### src/spc_pkg.sv
// constants for the serial port control block
package spc_pkg;
  // register addresses
  localparam logic [7:0] ADDR_CFG = 8'ha1;
  localparam logic [7:0] ADDR_DIV = 8'ha2;
  localparam logic [7:0] ADDR_DAT = 8'ha3;
  localparam logic [7:0] ADDR_CTL = 8'hf8;
  // control register bit positions
  localparam int CTL_DONE = 7;
  localparam int CTL_WRITE_COLLISION_FLAG = 6;
  localparam int CTL_MODE_FAULT_FLAG = 5;
  localparam int CTL_OVR = 4;
  localparam int CTL_MODE_HI = 3;
  localparam int CTL_MODE_LO = 2;
  localparam int CTL_TXE = 1;
  localparam int CTL_EN = 0;
  // configuration register bit positions
  localparam int CFG_BUSY = 7;
  localparam int CFG_MST = 6;
  localparam int CFG_PHA = 5;
  localparam int CFG_POL = 4;
  localparam int CFG_SEL = 3;
  localparam int CFG_NSSIN = 2;
  localparam int CFG_SRMT = 1;
  localparam int CFG_RXE = 0;
  // select modes
  localparam logic [1:0] MODE_3WIRE = 2'h0;
  localparam logic [1:0] MODE_MULTI = 2'h1;
  // reset values
  localparam logic [7:0] DIV_RST = 8'h00;
  localparam logic [1:0] MODE_RST = MODE_MULTI;
  localparam logic [3:0] PIN_RST = 4'h8;
  // pin vector positions
  localparam int PIN_SCK = 0;
  localparam int PIN_MOSI = 1;
  localparam int PIN_MISO = 2;
  localparam int PIN_NSS = 3;
  // timing
  localparam int T_SYSTEM_CLOCK_NS = 100;
  localparam int SLH_MIN_NS = 600;
  localparam int SLAVE_PIPE_CYC = 5;
  localparam int SLH_MIN_CYC = (SLH_MIN_NS + T_SYSTEM_CLOCK_NS - 1) / T_SYSTEM_CLOCK_NS;
  localparam logic [1:0] HOLD_CYC = 2'(SLH_MIN_CYC - SLAVE_PIPE_CYC);
  localparam logic [3:0] HALF_LAST = 4'hf;
  localparam logic [2:0] BIT_LAST = 3'h7;
  // fifo shape
  localparam int FIFO_W = 8;
  localparam int FIFO_D = 16;
  typedef enum logic {MST_IDLE = 1'b0, MST_RUN = 1'b1} spc_mst_e;
endpackage : spc_pkg

### src/spc_fifo.sv
// receive fifo with valid and ready on both sides
`timescale 1ns/100ps
`default_nettype none
module spc_fifo #(
  parameter int W = 8,
  parameter int D = 16
) (
  // clock and reset
  input wire logic clk,
  input wire logic resetn,
  // fill side
  input wire logic inValid,
  output logic inReady,
  input wire logic [W-1:0] inData,
  // drain side
  output logic outValid,
  input wire logic outReady,
  output logic [W-1:0] outData
);
  localparam int AW = $clog2(D);
  logic [W-1:0] mem [D];
  logic [AW-1:0] wrPtr_r;
  logic [AW-1:0] rdPtr_r;
  logic [AW:0] count_r;
  wire push = inValid && inReady;
  wire pop = outValid && outReady;

  assign inReady = count_r != (AW+1)'(D);
  assign outValid = count_r != '0;
  assign outData = mem[rdPtr_r];

  always_ff @(posedge clk) begin
    if (push) begin
      mem[wrPtr_r] <= inData;
    end
  end

  always_ff @(posedge clk or negedge resetn) begin
    if (!resetn) begin
      wrPtr_r <= '0;
      rdPtr_r <= '0;
      count_r <= '0;
    end else begin
      if (push) wrPtr_r <= wrPtr_r + 1'b1;
      if (pop) rdPtr_r <= rdPtr_r + 1'b1;
      count_r <= count_r + (AW+1)'(push) - (AW+1)'(pop);
    end
  end
endmodule : spc_fifo
`default_nettype wire

### src/spc_port.sv
// serial peripheral port: registers, master engine, slave engine
// Notes on behaviour
// - transfer end sets done flag and event; flag holds until software clears
// - data write while transmit buffer full sets write collision flag
// - colliding write is dropped, transmit buffer unchanged
// - select low with master on and mode 01 sets mode fault and event
// - mode fault clears master enable and port enable
// - slave byte end with receive buffer full sets overrun and event
// - on overrun the older bytes stay and the new byte is lost
// - mode 00 is three-wire, select pin unused
// - mode 01 is default, select pin only an input
// - mode 1x drives select pin with the low mode bit
// - load clears transmit empty; move to shifter sets it
// - port runs only while port enable is 1
// - master clock is system clock over 2 times (divider plus one)
// - divider only used as master
// - data write loads transmit buffer and, with master on, starts a master transfer
// - data read returns the receive buffer
// - slave output valid within four clocks of select fall, off within four of rise
// - slave with phase 1 changes output six to eight clocks after last edge
`timescale 1ns/100ps
`default_nettype none
module spc_port (
  // clock and reset
  input wire logic clk,
  input wire logic resetn,
  // register port
  input wire logic [7:0] sfrAddr,
  input wire logic sfrWr,
  input wire logic sfrRd,
  input wire logic [7:0] sfrWdata,
  output logic [7:0] sfrRdata,
  // event to interrupt controller
  output logic portEvent,
  // serial clock pin
  input wire logic sckIn,
  output logic sckOut,
  output logic sckOe,
  // master out pin
  input wire logic mosiIn,
  output logic mosiOut,
  output logic mosiOe,
  // master in pin
  input wire logic misoIn,
  output logic misoOut,
  output logic misoOe,
  // slave select pin
  input wire logic slaveSelectNIn,
  output logic slaveSelectNOut,
  output logic slaveSelectNOe
);
  import spc_pkg::*;

  // register state
  logic done_r, write_collision_flag_r, mode_fault_flag_r, ovr_r, en_r, txEmpty_r;
  logic mst_r, pha_r, pol_r, shLoaded_r;
  logic [1:0] mode_r, hold_r;
  logic [7:0] div_r, divCnt_r, txBuf_r, txSh_r, rxSh_r, rdata_r;
  logic [3:0] half_r, s1_r, s2_r, s3_r, cln_r;
  logic [2:0] bitCnt_r;
  logic sckD_r;
  spc_mst_e state_r;
  logic fifoInReady, fifoOutValid;
  logic [7:0] fifoOutData;

  // register decode
  wire wrCtl = sfrWr && sfrAddr == ADDR_CTL;
  wire wrCfg = sfrWr && sfrAddr == ADDR_CFG;
  wire wrDiv = sfrWr && sfrAddr == ADDR_DIV;
  wire wrDat = sfrWr && sfrAddr == ADDR_DAT;
  wire rdDat = sfrRd && sfrAddr == ADDR_DAT;

  // filtered pins
  wire sckC = cln_r[PIN_SCK];
  wire mosiC = cln_r[PIN_MOSI];
  wire misoC = cln_r[PIN_MISO];
  wire nssC = cln_r[PIN_NSS];
  wire [3:0] agree = ~(s2_r ^ s3_r);

  // select mode decode
  wire modeFault = en_r && mst_r && mode_r == MODE_MULTI && !nssC;
  wire selected = (mode_r == MODE_MULTI) ? !nssC : 1'b1;

  // master engine
  wire running = state_r == MST_RUN;
  wire mstStart = !running && en_r && mst_r && !txEmpty_r;
  wire tick = running && divCnt_r == div_r;
  wire mstSample = tick && !half_r[0];
  wire mstShift = tick && half_r[0] && half_r != HALF_LAST;
  wire mstDone = tick && half_r == HALF_LAST;

  // slave engine
  wire slvAct = en_r && !mst_r && selected;
  wire sckChg = sckC != sckD_r;
  wire lead = slvAct && sckChg && sckD_r == pol_r;
  wire trail = slvAct && sckChg && sckD_r != pol_r;
  wire slvSample = pha_r ? trail : lead;
  wire slvShift = (pha_r ? lead : trail) && bitCnt_r != 3'h0;
  wire slvDone = slvSample && bitCnt_r == BIT_LAST;
  wire slvLoad = en_r && !mst_r && !shLoaded_r && !txEmpty_r && hold_r == 2'h0;

  // shared data path
  wire shLoad = mstStart || slvLoad;
  wire shShift = mstShift || slvShift;
  wire sample = mstSample || slvSample;
  wire inBit = mst_r ? misoC : mosiC;
  wire xferDone = mstDone || slvDone;
  wire [7:0] rxByte = mstDone ? rxSh_r : {rxSh_r[6:0], mosiC};
  wire overrun = slvDone && !fifoInReady;
  wire txAccept = wrDat && txEmpty_r;
  wire collide = wrDat && !txEmpty_r;

  // register read mux
  wire busy = running || bitCnt_r != 3'h0;
  wire srmt = mst_r || (!shLoaded_r && bitCnt_r == 3'h0);
  wire rxe = mst_r || !fifoOutValid;
  wire [7:0] ctlByte = {done_r, write_collision_flag_r, mode_fault_flag_r, ovr_r, mode_r, txEmpty_r, en_r};
  wire [7:0] cfgByte = {busy, mst_r, pha_r, pol_r, !nssC, s2_r[PIN_NSS], srmt, rxe};
  wire [7:0] rdMux = (sfrAddr == ADDR_CTL) ? ctlByte :
                     (sfrAddr == ADDR_CFG) ? cfgByte :
                     (sfrAddr == ADDR_DIV) ? div_r :
                     (sfrAddr == ADDR_DAT) ? fifoOutData : 8'h00;

  // pin drive
  assign sckOut = running ? (pol_r ^ (pha_r ? !half_r[0] : half_r[0])) : pol_r;
  assign sckOe = en_r && mst_r;
  assign mosiOut = txSh_r[7];
  assign mosiOe = en_r && mst_r;
  assign misoOut = txSh_r[7];
  assign misoOe = slvAct;
  assign slaveSelectNOut = mode_r[0];
  assign slaveSelectNOe = en_r && mode_r[1];
  assign portEvent = done_r || write_collision_flag_r || mode_fault_flag_r || ovr_r;
  assign sfrRdata = rdata_r;

  // pin synchronisers
  always_ff @(posedge clk or negedge resetn) begin
    if (!resetn) begin
      s1_r <= PIN_RST;
      s2_r <= PIN_RST;
      s3_r <= PIN_RST;
      cln_r <= PIN_RST;
      sckD_r <= 1'b0;
    end else begin
      s1_r <= {slaveSelectNIn, misoIn, mosiIn, sckIn};
      s2_r <= s1_r;
      s3_r <= s2_r;
      cln_r <= (agree & s3_r) | (~agree & cln_r);
      sckD_r <= sckC;
    end
  end

  // control register flags, set wins over clear
  always_ff @(posedge clk or negedge resetn) begin
    if (!resetn) begin
      done_r <= 1'b0;
      write_collision_flag_r <= 1'b0;
      mode_fault_flag_r <= 1'b0;
      ovr_r <= 1'b0;
    end else begin
      done_r <= xferDone || (wrCtl ? sfrWdata[CTL_DONE] : done_r);
      write_collision_flag_r <= collide || (wrCtl ? sfrWdata[CTL_WRITE_COLLISION_FLAG] : write_collision_flag_r);
      mode_fault_flag_r <= modeFault || (wrCtl ? sfrWdata[CTL_MODE_FAULT_FLAG] : mode_fault_flag_r);
      ovr_r <= overrun || (wrCtl ? sfrWdata[CTL_OVR] : ovr_r);
    end
  end

  // enables and configuration
  always_ff @(posedge clk or negedge resetn) begin
    if (!resetn) begin
      en_r <= 1'b0;
      mode_r <= MODE_RST;
      mst_r <= 1'b0;
      pha_r <= 1'b0;
      pol_r <= 1'b0;
      div_r <= DIV_RST;
    end else begin
      en_r <= !modeFault && (wrCtl ? sfrWdata[CTL_EN] : en_r);
      mst_r <= !modeFault && (wrCfg ? sfrWdata[CFG_MST] : mst_r);
      if (wrCtl) mode_r <= sfrWdata[CTL_MODE_HI:CTL_MODE_LO];
      if (wrCfg) pha_r <= sfrWdata[CFG_PHA];
      if (wrCfg) pol_r <= sfrWdata[CFG_POL];
      if (wrDiv) div_r <= sfrWdata;
    end
  end

  // transmit buffer
  always_ff @(posedge clk or negedge resetn) begin
    if (!resetn) begin
      txEmpty_r <= 1'b1;
      txBuf_r <= 8'h00;
    end else begin
      if (txAccept) txBuf_r <= sfrWdata;
      if (txAccept) txEmpty_r <= 1'b0;
      else if (shLoad) txEmpty_r <= 1'b1;
    end
  end

  // read data
  always_ff @(posedge clk or negedge resetn) begin
    if (!resetn) rdata_r <= 8'h00;
    else if (sfrRd) rdata_r <= rdMux;
  end

  // shift registers
  always_ff @(posedge clk or negedge resetn) begin
    if (!resetn) begin
      txSh_r <= 8'h00;
      rxSh_r <= 8'h00;
    end else begin
      if (shLoad) txSh_r <= txBuf_r;
      else if (shShift) txSh_r <= {txSh_r[6:0], 1'b0};
      if (sample) rxSh_r <= {rxSh_r[6:0], inBit};
    end
  end

  // master sequencer
  always_ff @(posedge clk or negedge resetn) begin
    if (!resetn) begin
      state_r <= MST_IDLE;
      divCnt_r <= 8'h00;
      half_r <= 4'h0;
    end else begin
      case (state_r)
        MST_IDLE: begin
          if (mstStart) state_r <= MST_RUN;
        end
        MST_RUN: begin
          if (!en_r || !mst_r || mstDone) state_r <= MST_IDLE;
        end
        default: begin
          state_r <= MST_IDLE;
        end
      endcase
      if (mstStart || tick) divCnt_r <= 8'h00;
      else if (running) divCnt_r <= divCnt_r + 8'h01;
      if (mstStart) half_r <= 4'h0;
      else if (tick) half_r <= half_r + 4'h1;
    end
  end

  // slave bit counter and output hold
  always_ff @(posedge clk or negedge resetn) begin
    if (!resetn) begin
      bitCnt_r <= 3'h0;
      shLoaded_r <= 1'b0;
      hold_r <= 2'h0;
    end else begin
      if (!slvAct) bitCnt_r <= 3'h0;
      else if (slvSample) bitCnt_r <= bitCnt_r + 3'h1;
      if (slvLoad) shLoaded_r <= 1'b1;
      else if (slvDone) shLoaded_r <= 1'b0;
      if (slvDone && pha_r) hold_r <= HOLD_CYC;
      else if (hold_r != 2'h0) hold_r <= hold_r - 2'h1;
    end
  end

  spc_fifo #(.W(FIFO_W), .D(FIFO_D)) rxFifo (
    .clk(clk),
    .resetn(resetn),
    .inValid(xferDone),
    .inReady(fifoInReady),
    .inData(rxByte),
    .outValid(fifoOutValid),
    .outReady(rdDat),
    .outData(fifoOutData)
  );
endmodule : spc_port
`default_nettype wire

### config.mk
export PLATFORM = sky130hd
export DESIGN_NAME = spc_port
export DESIGN_NICKNAME = d
export VERILOG_FILES = /design/src/spc_pkg.sv /design/src/spc_fifo.sv /design/src/spc_port.sv
export SDC_FILE = /design/constraint.sdc
export NUM_CORES = 1
export LEC_CHECK = 0
export BUFFER_PORTS_ARGS = -buffer_cell sky130_fd_sc_hd__buf_2
export CORE_MARGIN = 2
export CORE_UTILIZATION = 56
export DETAILED_ROUTE_END_ITERATION = 16
export PLACE_DENSITY_LB_ADDON = 0.05
export SLEW_MARGIN = 25
export SYNTH_ARGS = -nofsm -noshare
export SYNTH_HDL_FRONTEND = slang
export SYNTH_SLANG_ARGS = --single-unit
### constraint.sdc
create_clock -name clk -period 4.8 [get_ports clk]
set_clock_uncertainty 0.2 [all_clocks]
set_input_delay 0.24 -clock clk [delete_from_list [all_inputs] [get_ports clk]]
set_output_delay 0.24 -clock clk [all_outputs]
set_load 0.01 [all_outputs]
# After elaboration in Yosys (flattened, before gate mapping)

Memories as Yosys holds them, arrays and structs flattened.
Cells that the tools add are included.

Bits in writable memories: 128
Memories: 1
Word-level logic and storage cells: 170
Input bits: 24
Output and inout port bits: 17
Register bits: 100

Bitwise operators: 8
Reduce and logical (&&, ||, !) cells: 74
Add/sub/neg operators: 8
Equality and inequality tests: 14
Multiplexer cells: 36

Memory list:

| memory     | depth | bits a word | read ports | clocked after Yosys merged registers in | wr ports | line           | RTL |
|---|---|---|---|---|---|---|---|
| rxFifo.mem | 16    | 8           | 1          | 0                                       | 1        | spc_fifo.sv:21 | `logic [W-1:0] mem [D];` |

Operators by type and width:

| cell                                                          | number |
|---|---|
| 8-bit two-way mux                                             | 9 |
| 1-bit logical AND                                             | 36 |
| 8-bit equality test, second input constant                    | 4 |
| 1-bit two-way mux                                             | 20 |
| 1-bit logical OR                                              | 17 |
| 2-bit nonzero test                                            | 7 |
| 4-bit by 1-bit adder with 4-bit output, second input constant | 3 |
| 1-bit zero test                                               | 10 |
| 8-bit by 1-bit adder with 8-bit output, second input constant | 1 |
| 4-bit AND                                                     | 2 |
| 8-bit equality test                                           | 1 |
| 4-bit two-way mux                                             | 2 |
| 4-bit inverter                                                | 2 |
| 3-bit two-way mux                                             | 2 |
| 5-bit by 1-bit adder with 5-bit output                        | 1 |
| 5-bit != test, second input constant                          | 1 |
| 5-bit nonzero test                                            | 1 |
| 5-bit by 1-bit subtractor with 5-bit output                   | 1 |
| 4-bit equality test, second input constant                    | 1 |
| 2-bit two-way mux                                             | 2 |
| 4-bit != test, second input constant                          | 1 |
| 4-bit bitwise OR                                              | 1 |
| 4-bit XOR                                                     | 1 |
| 3-bit by 1-bit adder with 3-bit output, second input constant | 1 |
| 12 further kinds                                              | 13 |

# Longest topological paths before layout

Gate-level depths: netlist (run 1).

Depth in word-level cells: 11
Gate-level depth with buffers: 15
Depth with buffers taken out: 14

# Modules after synthesis

A second synthesis (run 1) with hierarchy kept.

Cell total of the unflattened synthesis: 679
Area, all modules: 10037.1 um2

Modules (own cells, without submodules):

| module   | area each (um2) | instances | sequential area each (um2) | cells an instance |
|---|---|---|---|---|
| spc_fifo | 5749.3          | 1         | 4169.0                     | 321 |
| spc_port | 4287.9          | 1         | 2184.6                     | 358 |

# Worst setup path before layout (run 1)

Ideal clock, no wire load.

Path type: reg-to-reg
Start point: register half_r[1]
End point: register rxFifo.count_r[4]
Period minus slack after synthesis: 2.950 ns
Data required time: 4.475 ns
Stages on the path, launching flop included: 15
Path buffers: 2
Setup time: 0.125 ns
Arrival: 2.625 ns
Slack: 1.850 ns
Cell sequence: dfrtp_1 -> ha_1 -> nand3_1 -> or4_1 -> buf_6 -> a21boi_4 -> buf_6 -> ha_1 -> inv_1 -> fa_1 -> inv_1 -> a21oi_1 -> nor2_1 -> nor2_1 -> xnor2_1

Word-level cells in the longest chain between the ends: 6

Ends and longest elaborated chain:

| item                                        | line            | RTL |
|---|---|---|
| from (decl)                                 | spc_port.sv:59  | `logic [3:0] half_r, s1_r, s2_r, s3_r, cln_r;` |
| from (signal assigned)                      | spc_port.sv:238 | `else if (tick) half_r <= half_r + 4'h1;` |
| 4-bit equality test                         | spc_port.sv:90  | `wire mstDone = tick && half_r == HALF_LAST;` |
| 1-bit logical AND                           | spc_port.sv:90  |  |
| 1-bit logical OR                            | spc_port.sv:107 | `wire xferDone = mstDone \|\| slvDone;` |
| 1-bit logical AND                           | spc_fifo.sv:25  | `wire push = inValid && inReady;` |
| via rxFifo.push                             | spc_fifo.sv:25  |  |
| 5-bit by 1-bit adder with 5-bit output      | spc_fifo.sv:46  | `count_r <= count_r + (AW+1)'(push) - (AW+1)'(pop);` |
| 5-bit by 1-bit subtractor with 5-bit output | spc_fifo.sv:46  |  |
| to (signal assigned)                        | spc_fifo.sv:46  |  |
| to (decl)                                   | spc_fifo.sv:24  | `logic [AW:0] count_r;` |

The timed path passes the listed nets, and every way through them passes these cells.
A chain may end at the register's enable or synchronous reset.

# Final worst setup path (run 1)

Start point: register half_r[0]
End point: register rxFifo.count_r[4]

Word-level cells in the longest chain between the ends: 6

Ends and longest elaborated chain:

| item                                        | line |
|---|---|
| 4-bit equality test                         | spc_port.sv:90 |
| 1-bit logical AND                           | spc_port.sv:90 |
| 1-bit logical OR                            | spc_port.sv:107 |
| 1-bit logical AND                           | spc_fifo.sv:25 |
| 5-bit by 1-bit adder with 5-bit output      | spc_fifo.sv:46 |
| 5-bit by 1-bit subtractor with 5-bit output | spc_fifo.sv:46 |

No other way between the ends.

==> impl_metrics.py, run 1 <==
metrics = {
    "routing": {
        "detail_route.wl_per_cell_um": 22.3,
        "ant_nets": 0,
        "num_vias": 5792,
        "via_per_inst": 5.96,
        "drt_iter0_drc": 577,
        "routed_wl_um": 21700,
        "drc": 0,
        "drt_pass1_iterations": 5,
    },
    "sta": {
        "maxSlewHeadroom_pct": 42.4,
        "setup_viol": 0,
        "fin_setup_tns_ns": 0,
        "rsz0062_at_grt": "no",
        "fin_crit_ns": 3.51,
        "finalHoldViolations": 0,
        "max_freq_ghz": 0.285,
        "finalCritPeriodShare_pct": 73.2,
        "hold_ws_ns": 0.0368,
        "slew_violations": 0,
        "max_slew.worst_pin.slew_ns": 0.856,
    },
    "floorplan": {
        "core_um2": 17400,
        "ioPinCount": 41,
        "chipWidth_um": 138,
        "die-area_um2": 18900,
        "std_cell_rows": 48,
        "dieHeight_um": 138,
        "start_util_pct": 57.5,
    },
    "grt": {
        "grt_usage_pct": 24.0,
        "grt_max_degree": 72,
        "grt_overflow": 0,
        "antenna_found_initial": 0,
        "grt_pass1_wl_um": 33400,
        "grt_pass1_vias": 5805,
    },
    "synthesis": {
        "synth_seq_area_share_pct": 63.7,
        "synth_edf_count": 128,
        "synth_top_flop_cell": "edfxtp_1",
        "syn_avg_cell_area_um2": 15.0,
        "ys_types": 64,
        "async_reset_ff_share_pct": 43.9,
        "synth_fp_nets": 709,
        "synth_top_area_share_pct": 38.5,
        "synth_top_cell_by_area": "edfxtp_1",
        "syn_area_um2": 9980,
        "yosys-top-cells-area": "edfxtp_1 (39%), dfrtp_1 (24%), mux4_2 (7.0%)",
        "synthCells": 667,
        "yosys_warnings": 0,
        "ys_ff_latch": 228,
    },
    "worst_setup_path": {
        "crit_path_start_kind": "flop",
        "required_ns": 5.00,
        "cp_max_fo": 16,
        "reg2regPathDepth": 12,
        "crit_path_end_kind": "flop",
        "arrival_ns": 3.72,
        "path_class": "reg2reg",
    },
    "cts": {
        "path_clk_slew_ns": 0.06,
        "clk_latency_ns": 0.52,
        "cts_buffers": 24,
        "cts-root-buf": "clkbuf_16",
        "numClockSinks": 228,
        "htree_levels": 1,
        "cts_tree": "done",
        "post_cts_buffers": 0,
        "cts.path.max_buffers": 3,
        "post_cts_resized": 0,
    },
    "placement": {
        "dp_hpwl_um": 14700,
        "port_buffers": 40,
        "dp.cells": 907,
        "routabilityCongestion": 0.905,
    },
    "cells_and_area": {
        "final_net_count": 770,
        "areaGrowthSynthToFinish_pct": 13.4,
        "drive_above_1_share_pct": 25.3,
        "mostFrequentLayoutCell": "edfxtp_1",
        "layout_common_cells": "edfxtp_1 (128), dfrtp_1 (93), mux2_2 (55), buf_2 (39), nor2_1 (38)",
        "instances_no_fill": 971,
        "n_antenna_cell": 0,
        "fill_cells": 1256,
    },
    "power": {
        "p_leak_nw": 4.46,
        "powerDensity_nw_per_um2": 365,
        "peakVddDrop_v": 0.000291,
        "design_power_total_mw": 4.14,
    },
    "flow_run": {
        "maxCapViolations": 0,
    },
    "hold_path": {
        "hold_path.class": "in2reg",
        "whs_path_depth": 5,
    },
    "run_status": {
        "status": "complete, no violations",
    },
}
-- kinds of logic after synthesis --
family / synth area share (%)
flops: 63.7
simple gates: 8.44
mux: 15.3
compound gates: 4.66
buf+inv: 2.58
xor+xnor: 2.62
fa+ha+maj: 2.73
-- synthesized netlist by cell type (3+ instances only) --
cell and n:
a21oi_1 23, and3_1 22, buf_2 11, buf_4 3, buf_6 3, clkbuf_1 12, dfrtp_1 94, dfstp_2 6
edfxtp_1 128, ha_1 17, inv_1 24, maj3_1 4, mux2_2 55, mux2i_1 20, mux4_2 31, nand2_1 23
nand2b_1 7, nand3_1 13, nand3b_1 4, nand4_1 5, nor2_1 38, nor2b_1 11, nor3_1 14, nor3b_1 3
nor4_1 4, o21ai_0 9, o221ai_1 5, o22ai_1 4, or3_1 4, or4_1 4, xnor2_1 19, xor2_1 9
-- flip-flops by register name, indices dropped and copies added, names as in the netlist, 2 cells and up, named ones only --
signal	cells
rxFifo.mem	128
divCnt_r	8
div_r	8
rxSh_r	8
sfrRdata	8
txBuf_r	8
txSh_r	8
rxFifo.count_r	5
half_r	4
rxFifo.rdPtr_r	4
rxFifo.wrPtr_r	4
s1_r	4
s2_r	4
s3_r	4
bitCnt_r	3
hold_r	2
mode_r	2
-- final cells by class --
type / count / area (um2) / share of cell area (%)
clock buffer: 33 / 684 / 6.04
inverter: 25 / 93.8 / 0.829
sequential: 228 / 6350 / 56.1
multi-input combinational: 383 / 3380 / 29.8
tap: 225 / 282 / 2.49
timing repair buffer: 66 / 465 / 4.11
clock inverter: 11 / 68.8 / 0.608
-- power by group --
group | internal [mW] | leakage [nW] | switching, mW
registers | 2.12 | 2.49 | 0.0460
clock network | 1.00 | 0.372 | 0.748
logic | 0.102 | 1.60 | 0.125
total | 3.22 | 4.46 | 0.919
-- layer usage --
layer	up-vias	GRT usage [%]	routed length, um
li1	2639	-	-
met1	2900	33.4	9230
met2	197	38.6	10500
met3	56	3.90	1140
met4	0	8.93	835
met5	-	0	0
-- worst max-delay path, stage by stage (launching register included) --
cell	delay, ns
dfrtp_1	0.49
ha_1	0.25
nand3_1	0.16
or4_1	0.78
a21boi_4	0.42
ha_1	0.23
inv_1	0.06
fa_1	0.41
inv_1	0.07
a21oi_1	0.06
nor2_1	0.09
nor2_1	0.05
xnor2_1	0.12
-- what timing repair did --
item | CTS | global route
hold buffers | 18 | 1
hold endpoints to repair | 103 | 18
endpoints found under the setup margin | 0 | 0
-- stage by stage --
stage,setup slack [ns],area (um2),utilization (%)
after floorplan,1.85,9980,-
after global placement,1.41,10300,59.6
after detailed placement,1.28,10300,59.6
after CTS,1.26,11300,65.0
after global routing,1.05,11300,65.2
final,1.29,11300,65.2
-- worst paths after layout --
path / from / endpoint / slack [ns]
setup / recovery: half_r[0] / rxFifo.count_r[4] / 1.29
hold / removal: sfrAddr[0] / write_collision_flag_r / 0.04
setup reg to reg: half_r[0] / rxFifo.count_r[4] / 1.29
hold reg to reg: s1_r[1] / s2_r[1] / 0.15
max in group asynchronous: resetn / s2_r[3] / 2.86
min in group asynchronous: resetn / divCnt_r[6] / 0.49
Power figures use the tool's default switching activity.
==> run 2: changes to the inputs <==
==> constraint.sdc (replaced) <==
create_clock -name clk -period 3.6 [get_ports clk]
set_clock_uncertainty 0.2 [all_clocks]
set_input_delay 0.18 -clock clk [delete_from_list [all_inputs] [get_ports clk]]
set_output_delay 0.18 -clock clk [all_outputs]
set_load 0.01 [all_outputs]
==> run 2 against run 1 <==
  * Via count shrank 0.33%
  * Flip-flop and latch count is the same
  * Clock-buffer cell count grew 1
  * Register-to-register slack lost 0.77 ns
  * Largest cell class unchanged
  * Sequential share of layout area shrank 0.50 points
  * Critical endpoint unchanged
==> impl_metrics.py, run 2 (synthesis results as in run 1) <==
metrics = {
    "run_status": {
        "status": "complete, no violations",
    },
    "cts": {
        "cts-root-buf": "clkbuf_16",
        "cts_tree": "done",
        "cts_hold_repair.buffers": 18,
        "post_cts_buffers": 0,
        "htree_levels": 1,
        "cts.path.max_buffers": 3,
        "post_cts_resized": 0,
        "numClockSinks": 228,
        "cts_buffers": 24,
        "path_clk_slew_ns": 0.06,
        "clk_latency_ns": 0.51,
    },
    "worst_setup_path": {
        "crit_path_start_kind": "flop",
        "cp_slowest_stage_delay_ns": 0.63,
        "arrival_ns": 3.28,
        "crit_path_end_kind": "flop",
        "slowest_stage": "or4_1",
        "path_class": "reg2reg",
        "cp_max_fo": 6,
        "path_cells": "ha_1 -> nand3_1 -> or4_1 -> a21boi_4 -> ha_1 -> inv_1 -> fa_1 -> inv_1 -> a21oi_1 -> nor2_1 -> nor2_1 -> xnor2_1",
        "required_ns": 3.80,
    },
    "sta": {
        "max_freq_ghz": 0.324,
        "finalHoldViolations": 0,
        "fin_crit_ns": 3.08,
        "rsz0062_at_grt": "no",
        "setup_viol": 0,
        "slew_violations": 0,
        "fin_setup_tns_ns": 0,
        "finalCritPeriodShare_pct": 85.7,
        "maxSlewHeadroom_pct": 44.2,
        "max_slew.worst_pin.slew_ns": 0.837,
    },
    "placement": {
        "place_area_um2": 10400,
        "routabilityCongestion": 0.914,
        "dp_hpwl_um": 15100,
        "port_buffers": 40,
    },
    "grt": {
        "grt_usage_pct": 24.3,
        "grt_max_degree": 87,
        "antenna_found_initial": 0,
        "grt_pass1_wl_um": 34100,
        "grt_pass1_vias": 6005,
        "grt_overflow": 0,
    },
    "floorplan": {
        "ioPinCount": 41,
        "dieHeight_um": 138,
        "core_um2": 17400,
        "start_util_pct": 57.5,
        "die-area_um2": 18900,
        "std_cell_rows": 48,
        "chipWidth_um": 138,
    },
    "routing": {
        "via_per_inst": 5.88,
        "drt_iter0_drc": 445,
        "ant_nets": 0,
        "num_vias": 5773,
        "drt_pass1_iterations": 5,
        "routed_wl_um": 21800,
        "detail_route.wl_per_cell_um": 22.3,
        "drc": 0,
    },
    "cells_and_area": {
        "n_antenna_cell": 0,
        "largest_register_ff_count": 128,
        "drive_above_1_share_pct": 26.3,
        "fin_area_um2": 11400,
        "layout_common_cells": "edfxtp_1 (128), dfrtp_1 (93), mux2_2 (55), buf_2 (39), nor2_1 (38)",
        "areaGrowthSynthToFinish_pct": 14.5,
        "final_net_count": 780,
        "largest-register": "rxFifo.mem",
        "mostFrequentLayoutCell": "edfxtp_1",
    },
    "flow_run": {
        "maxCapViolations": 0,
    },
    "hold_path": {
        "hold_path.class": "in2reg",
    },
    "power": {
        "peakVddDrop_v": 0.000438,
        "powerDensity_nw_per_um2": 494,
        "p_leak_nw": 4.52,
    },
}
-- run 2: worst max-delay path, delay by kind of cell (launching register included) --
family	cells	cell delay (ns)
adders and majority gates	3	0.82
buffers and inverters	2	0.13
xor gates and xnor gates	1	0.11
and+or+nand+nor	4	0.95
AOI/OAI and AO/OA	2	0.25
DFF	1	0.49
-- run 2: metrics by stage --
| step | power (mW) | instances | utilization (%) | hold WS [ns] | setup WS (ns) |
|---|---|---|---|---|---|
| floorplan | 3.10 | 667 | - | -0.316 | 0.650 |
| global placement | 3.21 | 919 | 60.1 | 0.0868 | 0.607 |
| CTS | 5.70 | 981 | 65.8 | 0.0345 | 0.501 |
| detailed placement | 3.22 | 919 | 60.2 | 0.0885 | 0.517 |
| global route | 5.84 | 981 | 65.8 | 0.0750 | 0.301 |
| finish | 5.65 | 981 | 65.8 | 0.0629 | 0.516 |
-- run 2: final cells by class --
| cell class | count | area (um2) |
|---|---|---|
| Clock buffer | 34 | 699 |
| Clock inverter | 10 | 98.8 |
| Fill cell | 1277 | 5930 |
| Inverter | 25 | 93.8 |
| Multi-Input combinational cell | 383 | 3380 |
| Sequential cell | 228 | 6350 |
| Tap cell | 225 | 282 |
| Timing Repair Buffer | 76 | 522 |
-- run 2: path summary, 6_finish.rpt --
path / start / endpoint / cells after the start / slack (ns)
max: half_r[0] / rxFifo.count_r[4] / 12 / 0.52
min: sfrAddr[1] / en_r / 5 / 0.06
max reg2reg: half_r[0] / rxFifo.count_r[4] / 12 / 0.52
min reg2reg: s1_r[2] / s2_r[2] / 0 / 0.16
max in group asynchronous: resetn / div_r[2] / 3 / 2.33
min in group asynchronous: resetn / s3_r[0] / 2 / 0.08
-- run 2: metal layers --
metal	GRT usage, %	vias to the layer above	part of all wire (%)	wire length (um)
li1	-	2653	-	-
met1	34.1	2930	44	9710
met2	39.0	151	48	10400
met3	3.86	39	4.9	1070
met4	8.30	0	2.8	611
met5	0	-	0	0
-- run 2: power breakdown --
part	internal (mW)	leakage (nW)	total (mW)	switching, mW
Sequential	2.82	2.49	2.88	0.0567
Combinational	0.134	1.64	0.303	0.169
Clock	1.49	0.391	2.47	0.977
